==> src/eve_pkg.sv <==
package eve_pkg;
	localparam logic [31:0] RESET_ADDR = 32'h8000_0000;
	localparam int AUTOVEC_W = 14;
	localparam int NUM_STAGES = 3;
	localparam int NUM_EXC = 10;
	// Exception kinds, indexed by priority rank (0 is highest)
	localparam int EX_UNRECOV = 0;
	localparam int EX_BUS_INSTR = 1;
	localparam int EX_IPROT = 2;
	localparam int EX_IMISS = 3;
	localparam int EX_MULTIHIT = 4;
	localparam int EX_ILLEGAL = 5;
	localparam int EX_PRIV = 6;
	localparam int EX_SCALL = 7;
	localparam int EX_DPROT = 8;
	localparam int EX_DMISS = 9;
	// Handler offsets from the event vector base, one per rank
	localparam logic [31:0] EXC_OFS [NUM_EXC] = '{
		32'h0000_0000, 32'h0000_0008, 32'h0000_0018, 32'h0000_0050, 32'h0000_0014,
		32'h0000_0020, 32'h0000_0024, 32'h0000_0100, 32'h0000_0028, 32'h0000_0060
	};
endpackage

==> src/eve_entry.sv <==
`timescale 1ns/1ps
// Functional notes
// - after reset, fetch starts at fixed address 0x8000_0000 in boot flash.
// - lookup misses and supervisor call have dedicated handler spaces off the base.
// - every other exception has its own fixed entry point off the base.
// - protection violation raises instruction-side or data-side protection exception.
// - address matching no protection entry raises instruction- or data-side miss.
// - address matching several entries raises the multiple-hit exception.
// - interrupt controller gives autovector offset; core jumps to base plus offset.
// - autovector offset is 14 bits, entry points within 16384 bytes.
// - events on one instruction are serviced by fixed priority.
// - oldest instruction's events are serviced first, regardless of priority.
// - no exceptions of missing memory management, coprocessor or float units.
module eve_entry #(
	parameter int STAGES = eve_pkg::NUM_STAGES,
	parameter int ENTRIES = 8
) (
	input wire logic clk,
	input wire logic rst,
	input wire logic [31:0] event_vector_base,
	input wire logic [STAGES-1:0] stg_valid,
	input wire logic [STAGES-1:0] stg_is_instr,
	input wire logic [STAGES*ENTRIES-1:0] stg_hit,
	input wire logic [STAGES-1:0] stg_perm_ok,
	input wire logic [STAGES*eve_pkg::NUM_EXC-1:0] stg_other_exc,
	input wire logic irq_req,
	input wire logic [eve_pkg::AUTOVEC_W-1:0] irq_autovector,
	output logic redirect,
	output logic [31:0] redirect_pc,
	output logic [3:0] exc_cause,
	output logic exc_is_irq,
	output logic [STAGES-1:0] flush_stage,
	output logic irq_ack
);
	// Stage 0 is the oldest instruction in the pipeline
	logic boot_r;
	logic redirect_r;
	logic [31:0] redirect_pc_r;
	logic [3:0] exc_cause_r;
	logic is_irq_r;
	logic [STAGES-1:0] flush_r;
	logic irq_ack_r;
	logic [STAGES*eve_pkg::NUM_EXC-1:0] stg_exc;
	logic [STAGES-1:0] stg_any;
	genvar g;
	generate
		for (g = 0; g < STAGES; g++) begin : g_stg
			logic [ENTRIES-1:0] hits;
			logic none_hit;
			logic multi_hit;
			logic ok_single;
			logic [eve_pkg::NUM_EXC-1:0] ex;
			assign hits = stg_hit[g*ENTRIES +: ENTRIES];
			assign none_hit = (hits == '0);
			assign multi_hit = ((hits & (hits - 1'b1)) != '0);
			assign ok_single = stg_valid[g] && !none_hit && !multi_hit;
			always_comb begin
				ex = stg_other_exc[g*eve_pkg::NUM_EXC +: eve_pkg::NUM_EXC];
				ex[eve_pkg::EX_IPROT] = 1'b0;
				ex[eve_pkg::EX_DPROT] = 1'b0;
				ex[eve_pkg::EX_IMISS] = 1'b0;
				ex[eve_pkg::EX_DMISS] = 1'b0;
				ex[eve_pkg::EX_MULTIHIT] = stg_valid[g] && multi_hit;
				ex[eve_pkg::EX_IMISS] = stg_valid[g] && none_hit && stg_is_instr[g];
				ex[eve_pkg::EX_DMISS] = stg_valid[g] && none_hit && !stg_is_instr[g];
				ex[eve_pkg::EX_IPROT] = ok_single && !stg_perm_ok[g] && stg_is_instr[g];
				ex[eve_pkg::EX_DPROT] = ok_single && !stg_perm_ok[g] && !stg_is_instr[g];
				if (!stg_valid[g]) begin
					ex = '0;
				end
			end
			assign stg_exc[g*eve_pkg::NUM_EXC +: eve_pkg::NUM_EXC] = ex;
			assign stg_any[g] = (ex != '0);
		end
	endgenerate
	// Only the ten ranked kinds exist; no unit-specific kinds can appear
	logic sel_found;
	logic [31:0] sel_stage;
	logic [3:0] sel_cause;
	always_comb begin
		sel_found = 1'b0;
		sel_stage = '0;
		sel_cause = '0;
		for (int s = STAGES - 1; s >= 0; s--) begin
			if (stg_any[s]) begin
				sel_found = 1'b1;
				sel_stage = 32'(s);
			end
		end
		for (int k = eve_pkg::NUM_EXC - 1; k >= 0; k--) begin
			if (stg_exc[sel_stage*eve_pkg::NUM_EXC + k]) begin
				sel_cause = 4'(k);
			end
		end
	end
	logic [31:0] exc_target;
	logic [31:0] irq_target;
	logic [STAGES-1:0] flush_mask;
	assign exc_target = event_vector_base + eve_pkg::EXC_OFS[sel_cause];
	assign irq_target = event_vector_base + {18'h0, irq_autovector};
	assign flush_mask = ~STAGES'((32'h1 << sel_stage) - 32'h1);
	// A request still high in the cycle of its own acknowledge is not taken twice
	logic irq_take;
	assign irq_take = !boot_r && !sel_found && irq_req && !irq_ack_r;
	always_ff @(posedge clk) begin
		if (rst) begin
			boot_r <= 1'b1;
			redirect_r <= 1'b0;
			redirect_pc_r <= eve_pkg::RESET_ADDR;
			exc_cause_r <= '0;
			is_irq_r <= 1'b0;
			flush_r <= '0;
			irq_ack_r <= 1'b0;
		end else begin
			boot_r <= 1'b0;
			redirect_r <= boot_r || sel_found || irq_take;
			irq_ack_r <= irq_take;
			is_irq_r <= irq_take;
			exc_cause_r <= sel_cause;
			if (boot_r) begin
				redirect_pc_r <= eve_pkg::RESET_ADDR;
				flush_r <= '1;
			end else if (sel_found) begin
				redirect_pc_r <= exc_target;
				flush_r <= flush_mask[STAGES-1:0];
			end else begin
				redirect_pc_r <= irq_target;
				flush_r <= irq_take ? '1 : '0;
			end
		end
	end
	assign redirect = redirect_r;
	assign redirect_pc = redirect_pc_r;
	assign exc_cause = exc_cause_r;
	assign exc_is_irq = is_irq_r;
	assign flush_stage = flush_r;
	assign irq_ack = irq_ack_r;
endmodule

==> config.mk <==
export PLATFORM = sky130hd
export DESIGN_NAME = eve_entry
export DESIGN_NICKNAME = d
export VERILOG_FILES = /design/src/eve_pkg.sv /design/src/eve_entry.sv
export SDC_FILE = /design/constraint.sdc
export NUM_CORES = 1
export LEC_CHECK = 0
export BUFFER_PORTS_ARGS = -buffer_cell sky130_fd_sc_hd__buf_2
export CORE_ASPECT_RATIO = 0.9
export CORE_UTILIZATION = 45
export CTS_BUF_LIST = sky130_fd_sc_hd__clkbuf_4 sky130_fd_sc_hd__clkbuf_8 sky130_fd_sc_hd__clkbuf_16
export DETAILED_ROUTE_END_ITERATION = 8
export PLACE_DENSITY = 0.77
export SLEW_MARGIN = 20
export SYNTH_ARGS = -nofsm -noshare
export SYNTH_HDL_FRONTEND = slang
export SYNTH_SLANG_ARGS = --single-unit
export TNS_END_PERCENT = 100
==> constraint.sdc <==
create_clock -name clk -period 9.7 [get_ports clk]
set_clock_uncertainty 0.1 [all_clocks]
set_input_delay 0.485 -clock clk [delete_from_list [all_inputs] [get_ports clk]]
set_output_delay 0.485 -clock clk [all_outputs]
set_load 0.03 [all_outputs]
# After elaboration in Yosys (flattened, before gate mapping)
# Memories as Yosys holds them, arrays and structs flattened.
# Cells that the tools add are included.
[word_totals]
elab_cells = 143
inputBits = 112
out_inout_bits = 42
rom_bits = 512
mem_count = 1
reg_bits = 42
[mem_list]
columns = ["memory", "words", "width", "read_ports", "rd_ports_with_merged_regs", "wr", "line", "text"]
rows = [
  ["(name not given)", 16, 32, 1, 0, 0, "eve_entry.sv:99", "assign exc_target = event_vector_base + eve_pkg::EXC_OFS[sel_cause];"],
]
[op_classes]
shifts = 1
magnitude_cmp = 11
n_bitwise = 5
add_sub_neg = 15
multipliers = 1
n_mux = 46
reduce_logical = 57
[ops]
columns = ["cell", "n"]
rows = [
  ["< comparator 32 x 6 -> 1 bit (second input constant)", 10],
  ["two-way mux 32 bit", 5],
  ["adder 32 x 3 -> 32 bit (second input constant)", 4],
  ["adder 32 x 2 -> 32 bit (second input constant)", 2],
  ["adder 32 x 4 -> 32 bit (second input constant)", 2],
  ["binary-select mux 1 bit (select 5 bit)", 9],
  ["two-way mux 4 bit", 10],
  ["adder 32 x 1 -> 32 bit (second input constant)", 1],
  ["adder 32 x 14 -> 32 bit", 1],
  ["adder 32 bit", 1],
  ["multiplier 32 x 3 -> 31 bit (second input constant)", 1],
  ["<< shifter 1 x 32 -> 3 bit (first input constant)", 1],
  ["logical AND 1 bit", 30],
  ["two-way mux 10 bit", 3],
  ["nonzero test 10 bit", 3],
  ["bitwise AND 8 bit", 3],
  ["zero test 8 bit", 3],
  ["nonzero test 8 bit", 3],
  ["subtractor 8 x 1 -> 8 bit (second input constant)", 3],
  ["zero test 1 bit", 15],
  ["two-way mux 1 bit", 14],
  ["two-way mux 3 bit", 3],
  [">= comparator 5 bit (second input constant)", 1],
  ["NOT 4 -> 5 bit", 1],
  ["6 further kinds", 7],
]

# Logic depth before layout (Yosys ltp)
[logic_depth]
word_depth = 32
mapped_depth = 32
ltp_nobuf = 29

# Worst setup path before layout
# No wires, ideal clock.
[synth_path]
path_type = "input-to-reg"
from = "in stg_hit[17]"
to = "reg redirect_pc_r[30], in the netlist redirect_pc[30]"
path_buffers = 1
t_arrival_ps = 6379
path_slack_ps = 3093
path_stages = 28
setup_time_ps = 128
required_ps = 9472
cell_sequence = "or4_4 nor2_1 mux2_2 a21o_1 o21ai_0 nor2_1 ha_1 clkbuf_1 inv_1 nor2_1 a22oi_1 o22a_1 o221ai_1 a21oi_1 o21ai_0 a21oi_2 ha_1 a32o_1 a21o_1 ha_1 a21boi_0 o21ai_0 a21boi_0 o21bai_1 a311oi_1 o2111ai_1 xor2_1 nor2_1"
[synth_between]
elab_chain_len = 32
word_cells_on_any_way = 69
classes_between = "add/sub (11); mul (1); mux (40); bitwise (2); reduce/logical (14); memory (1)"
[synth_rtl]
columns = ["element", "line", "text"]
rows = [
  ["from (decl)", "eve_entry.sv:23", "input wire logic [STAGES*ENTRIES-1:0] stg_hit,"],
  ["subtractor 8 x 1 -> 8 bit", "eve_entry.sv:55", "assign multi_hit = ((hits & (hits - 1'b1)) != '0);"],
  ["bitwise AND 8 bit", "eve_entry.sv:55", ""],
  ["nonzero test 8 bit", "eve_entry.sv:55", ""],
  ["zero test 1 bit", "eve_entry.sv:56", "assign ok_single = stg_valid[g] && !none_hit && !multi_hit;"],
  ["logical AND 1 bit", "eve_entry.sv:56", ""],
  ["logical AND 1 bit", "eve_entry.sv:66, eve_entry.sv:67", ""],
  ["logical AND 1 bit (on tied branches)", "eve_entry.sv:66, eve_entry.sv:67", ""],
  ["two-way mux 10 bit (*)", "eve_entry.sv:68", "if (!stg_valid[g]) begin"],
  ["[... 6 more ...]", "n/a", ""],
  ["binary-select mux 1 bit (select 5 bit)", "eve_entry.sv:91", "if (stg_exc[sel_stage*eve_pkg::NUM_EXC + k]) begin"],
  ["two-way mux 1 bit (implied by the code)", "eve_entry.sv:91", ""],
  ["two-way mux 4 bit (10 in series)", "eve_entry.sv:91", ""],
  ["NOT 4 -> 5 bit (implied by the code)", "eve_entry.sv:99", ""],
  ["memory read (16 x 32 bit)", "n/a", ""],
  ["two-way mux 32 bit (implied by the code) (2 in series)", "eve_entry.sv:99", ""],
  ["adder 32 bit", "eve_entry.sv:99", ""],
  ["two-way mux 32 bit (*)", "eve_entry.sv:123", "end else if (sel_found) begin"],
  ["to (signal assigned)", "eve_entry.sv:121", "redirect_pc_r <= eve_pkg::RESET_ADDR;"],
  ["to (signal assigned)", "eve_entry.sv:124", "redirect_pc_r <= exc_target;"],
  ["to (signal assigned)", "eve_entry.sv:127", "redirect_pc_r <= irq_target;"],
  ["to (decl)", "eve_entry.sv:38", "logic [31:0] redirect_pc_r;"],
]
# Every way passes the cells marked *; elsewhere a longest branch is shown, timed or not. The select of a mux whose other input is x is not followed.
# A chain may end at the register's enable or synchronous reset.

# Worst setup path after layout
[layout_path]
from = "in stg_hit[17]"
to = "reg redirect_pc_r[27], in the netlist redirect_pc[27]"
# Same word-level chain as after synthesis.

==> flow_summary.yaml <==
timing:
  slew_headroom: 0.353
  fin_crit_ps: 7940
  worstMarginPinSlew_ps: 946
  hold_viol: 0
  clock.fmax_mhz: 126
  setup_tns_ps: 0
  finalCritPeriodShare: 0.819
  setup-violations-final: 0
  slew_violations: 0
  whs_ps: 308
  grt_setup_unrepaired: "no"
clocking:
  insertion_delay_ps: 290
  post_cts_resized: 0
  post_cts_buffers: 0
  cts.sinks: 42
  htree_levels: 2
  cts_root_buffer: "clkbuf_8"
  cts_tree: "yes"
  cts_buffers: 5
  clockBufferDepth: 2
  path_clk_slew_ps: 80
  ctsHoldBuffers: 0
setup_path:
  r2r_slack_ps: 8380
  regToRegStartpoint: "boot_r$_DFF_P_"
  slowest_delay_ps: 780
  crit_slowest_cell: "a41oi_1"
  crit_arrival_ps: 8000
  reg2reg_depth: 2
  startpoint: "stg_hit[17]"
  cpMostUsedCell: "nor2_1"
  start_kind: "input pin"
  worstPathMaxFanout: 17
  path_class: "in -> reg"
  worst_ep_required_time_ps: 9760
  end_kind: "register"
  r2r-end: "redirect_pc[4]$_SDFF_PP0_"
  crit_path_end: "redirect_pc[27]$_SDFF_PP0_"
layout:
  fill_cells: 714
  multi_input_area_mm2: 0.00251
  finalInstanceArea_mm2: 0.00437
  nNetsFinal: 727
  syn2layout_area_growth_pct: 24.9
  antenna_cells: 0
  final-seq-area_um2: 841
  drive_gt1_frac: 0.277
global_route:
  grt_start_max_net_pins: 30
  grtUsageTotal: 0.253
  antenna_found_initial: 0
  grt_pass1_wl_um: 16800
  grt_pass1_vias: 3646
  grt_overflow: 0
drt:
  drt-initial-drc-count: 214
  final_antenna_net_count: 0
  post_drt_via_cell_ratio: 5.67
  postRouteWirelength_um: 10000
  route.detailed.wl_per_inst_um: 14.5
  via_count: 3917
  drt_pass1_iterations: 5
  drcViolationCount: 0
pwr:
  leakage_uw: 0.00200
  p_total_uw: 498
  powerDensity_mw_per_mm2: 114
  vdd.ir_drop.worst_mv: 0.0475
synth:
  synthTopCellsByCount: "61 x nor2_1, 46 x nand2_1, 42 x dfxtp_1"
  syn_area_mm2: 0.00350
  ys_seq_elements: 42
  yosysWarnings: 0
  synth_area_leaders: "dfxtp_1 24%, ha_1 6.8%, nor2_1 6.5%"
  synth_area_leader_cell: "dfxtp_1"
  syn-num-nets: 598
  synth_most_common_cell: "nor2_1"
  synthCells: 466
  yosys_most_used_dff: "dfxtp_1"
  yosysSeqAreaShare: 0.241
  yosys.cell_types.count: 71
  synth_top_area_share: 0.241
  post_synth.cell_area_avg_um2: 7.50
  async_flop_share: 0
  synth_edf_count: 0
placement:
  dpl.hpwl_um: 8060
  place.gp.congestion: 0.901
  portBuffers: 138
  place_area_mm2: 0.00425
die:
  die_x_um: 94.9
  start_util: 0.463
  core_mm2: 0.00754
  placement_rows: 30
  die_h_um: 85.6
  dieArea_mm2: 0.00813
  pin_count: 154
job:
  cap_viol_max_count: 0
outcome:
  status: "finished clean"
hold_path:
  hold_path.class: "in -> reg"
==> cell families (layout without fill, tap and decap cells) <==
group / after synthesis / after routing / share of synthesized area
simple gates: 200 / 200 / 0.287
compound gates: 130 / 130 / 0.264
flops: 42 / 42 / 0.241
buf+inv: 39 / 168 / 0.0433
xor+xnor: 27 / 27 / 0.0676
fa+ha+maj: 22 / 22 / 0.0795
mux: 6 / 6 / 0.0186
==> sequential cells by signal, summed over array words and instances (netlist names) <==
signal	flops
irq_ack	1
flush_stage	3
redirect_pc	32
redirect	1
exc_cause	4
boot_r	1
==> worst min-delay path by stage <==
stage | slack (ps) | from | end | cells past startpoint
4_1_cts | 300 | rst | boot_r$_DFF_P_ | 1
2_1_floorplan | 410 | rst | boot_r$_DFF_P_ | 0
3_5_place_dp | 470 | boot_r$_DFF_P_ | flush_stage[0]$_SDFF_PP0_ | 1
3_3_place_gp | 470 | boot_r$_DFF_P_ | flush_stage[0]$_SDFF_PP0_ | 1
5_1_grt | 310 | rst | boot_r$_DFF_P_ | 1
6_report | 310 | rst | boot_r$_DFF_P_ | 1
==> cell type report <==
type,instances,share of cell area
multi-input cells,385,0.575
flip-flops and latches,42,0.192
repair buffers,140,0.162
well taps,96,0.0275
clock buffers,6,0.0189
inverters,21,0.0180
clock inverters,1,0.00687
==> power breakdown <==
group / internal [µW] / total [µW] / switching, µW
clock: 82.4 / 141 / 58.6
combinational: 66.3 / 171 / 105
sequential: 183 / 186 / 2.90
==> routing by layer <==
layer,vias to the layer above,global-route usage,wire [µm]
met5,-,0,0
met3,24,0.0408,707
met1,1791,0.340,4420
met2,153,0.413,4640
li1,1949,-,-
met4,0,0.0785,233
==> stage by stage <==
| stage | utilization | std cells | worst slack [ps] |
|---|---|---|---|
| finish | 0.579 | 691 | 1760 |
| global route | 0.579 | 691 | 1030 |
| CTS | 0.578 | 691 | 1700 |
| detailed placement | 0.563 | 684 | 1470 |
| global placement | 0.563 | 684 | 1670 |
| floorplan | - | 466 | 3090 |
==> cells in the final DEF, fill, tap and decap left out, types with 5 or more instances in the layout <==
| cell type | instances |
|---|---|
| nor3_1 | 9 |
| o21ai_0 | 23 |
| nor4_1 | 5 |
| o41ai_1 | 5 |
| nand2_1 | 46 |
| clkbuf_8 | 6 |
| or3_1 | 8 |
| xnor2_1 | 12 |
| a21oi_1 | 21 |
| a21o_1 | 8 |
| o211ai_1 | 11 |
| nand3_1 | 11 |
| buf_2 | 138 |
| nor2_1 | 61 |
| xor2_1 | 15 |
| and2_1 | 15 |
| nand2b_1 | 6 |
| or2_2 | 5 |
| inv_1 | 21 |
| nor2b_1 | 9 |
| ha_1 | 19 |
| dfxtp_1 | 42 |
| and3_1 | 9 |
| a31oi_1 | 6 |
==> worst max-delay path, delay by kind of cell <==
| family | cells | cell delay (ps) |
|---|---|---|
| and+or+nand+nor | 6 | 1510 |
| AOI/OAI and AO/OA | 14 | 3740 |
| xor gates and xnor gates | 1 | 190 |
| buffers and inverters | 4 | 480 |
| adders and majority gates | 3 | 1240 |
| muxes | 1 | 370 |
(Power assumes the default switching activity.)
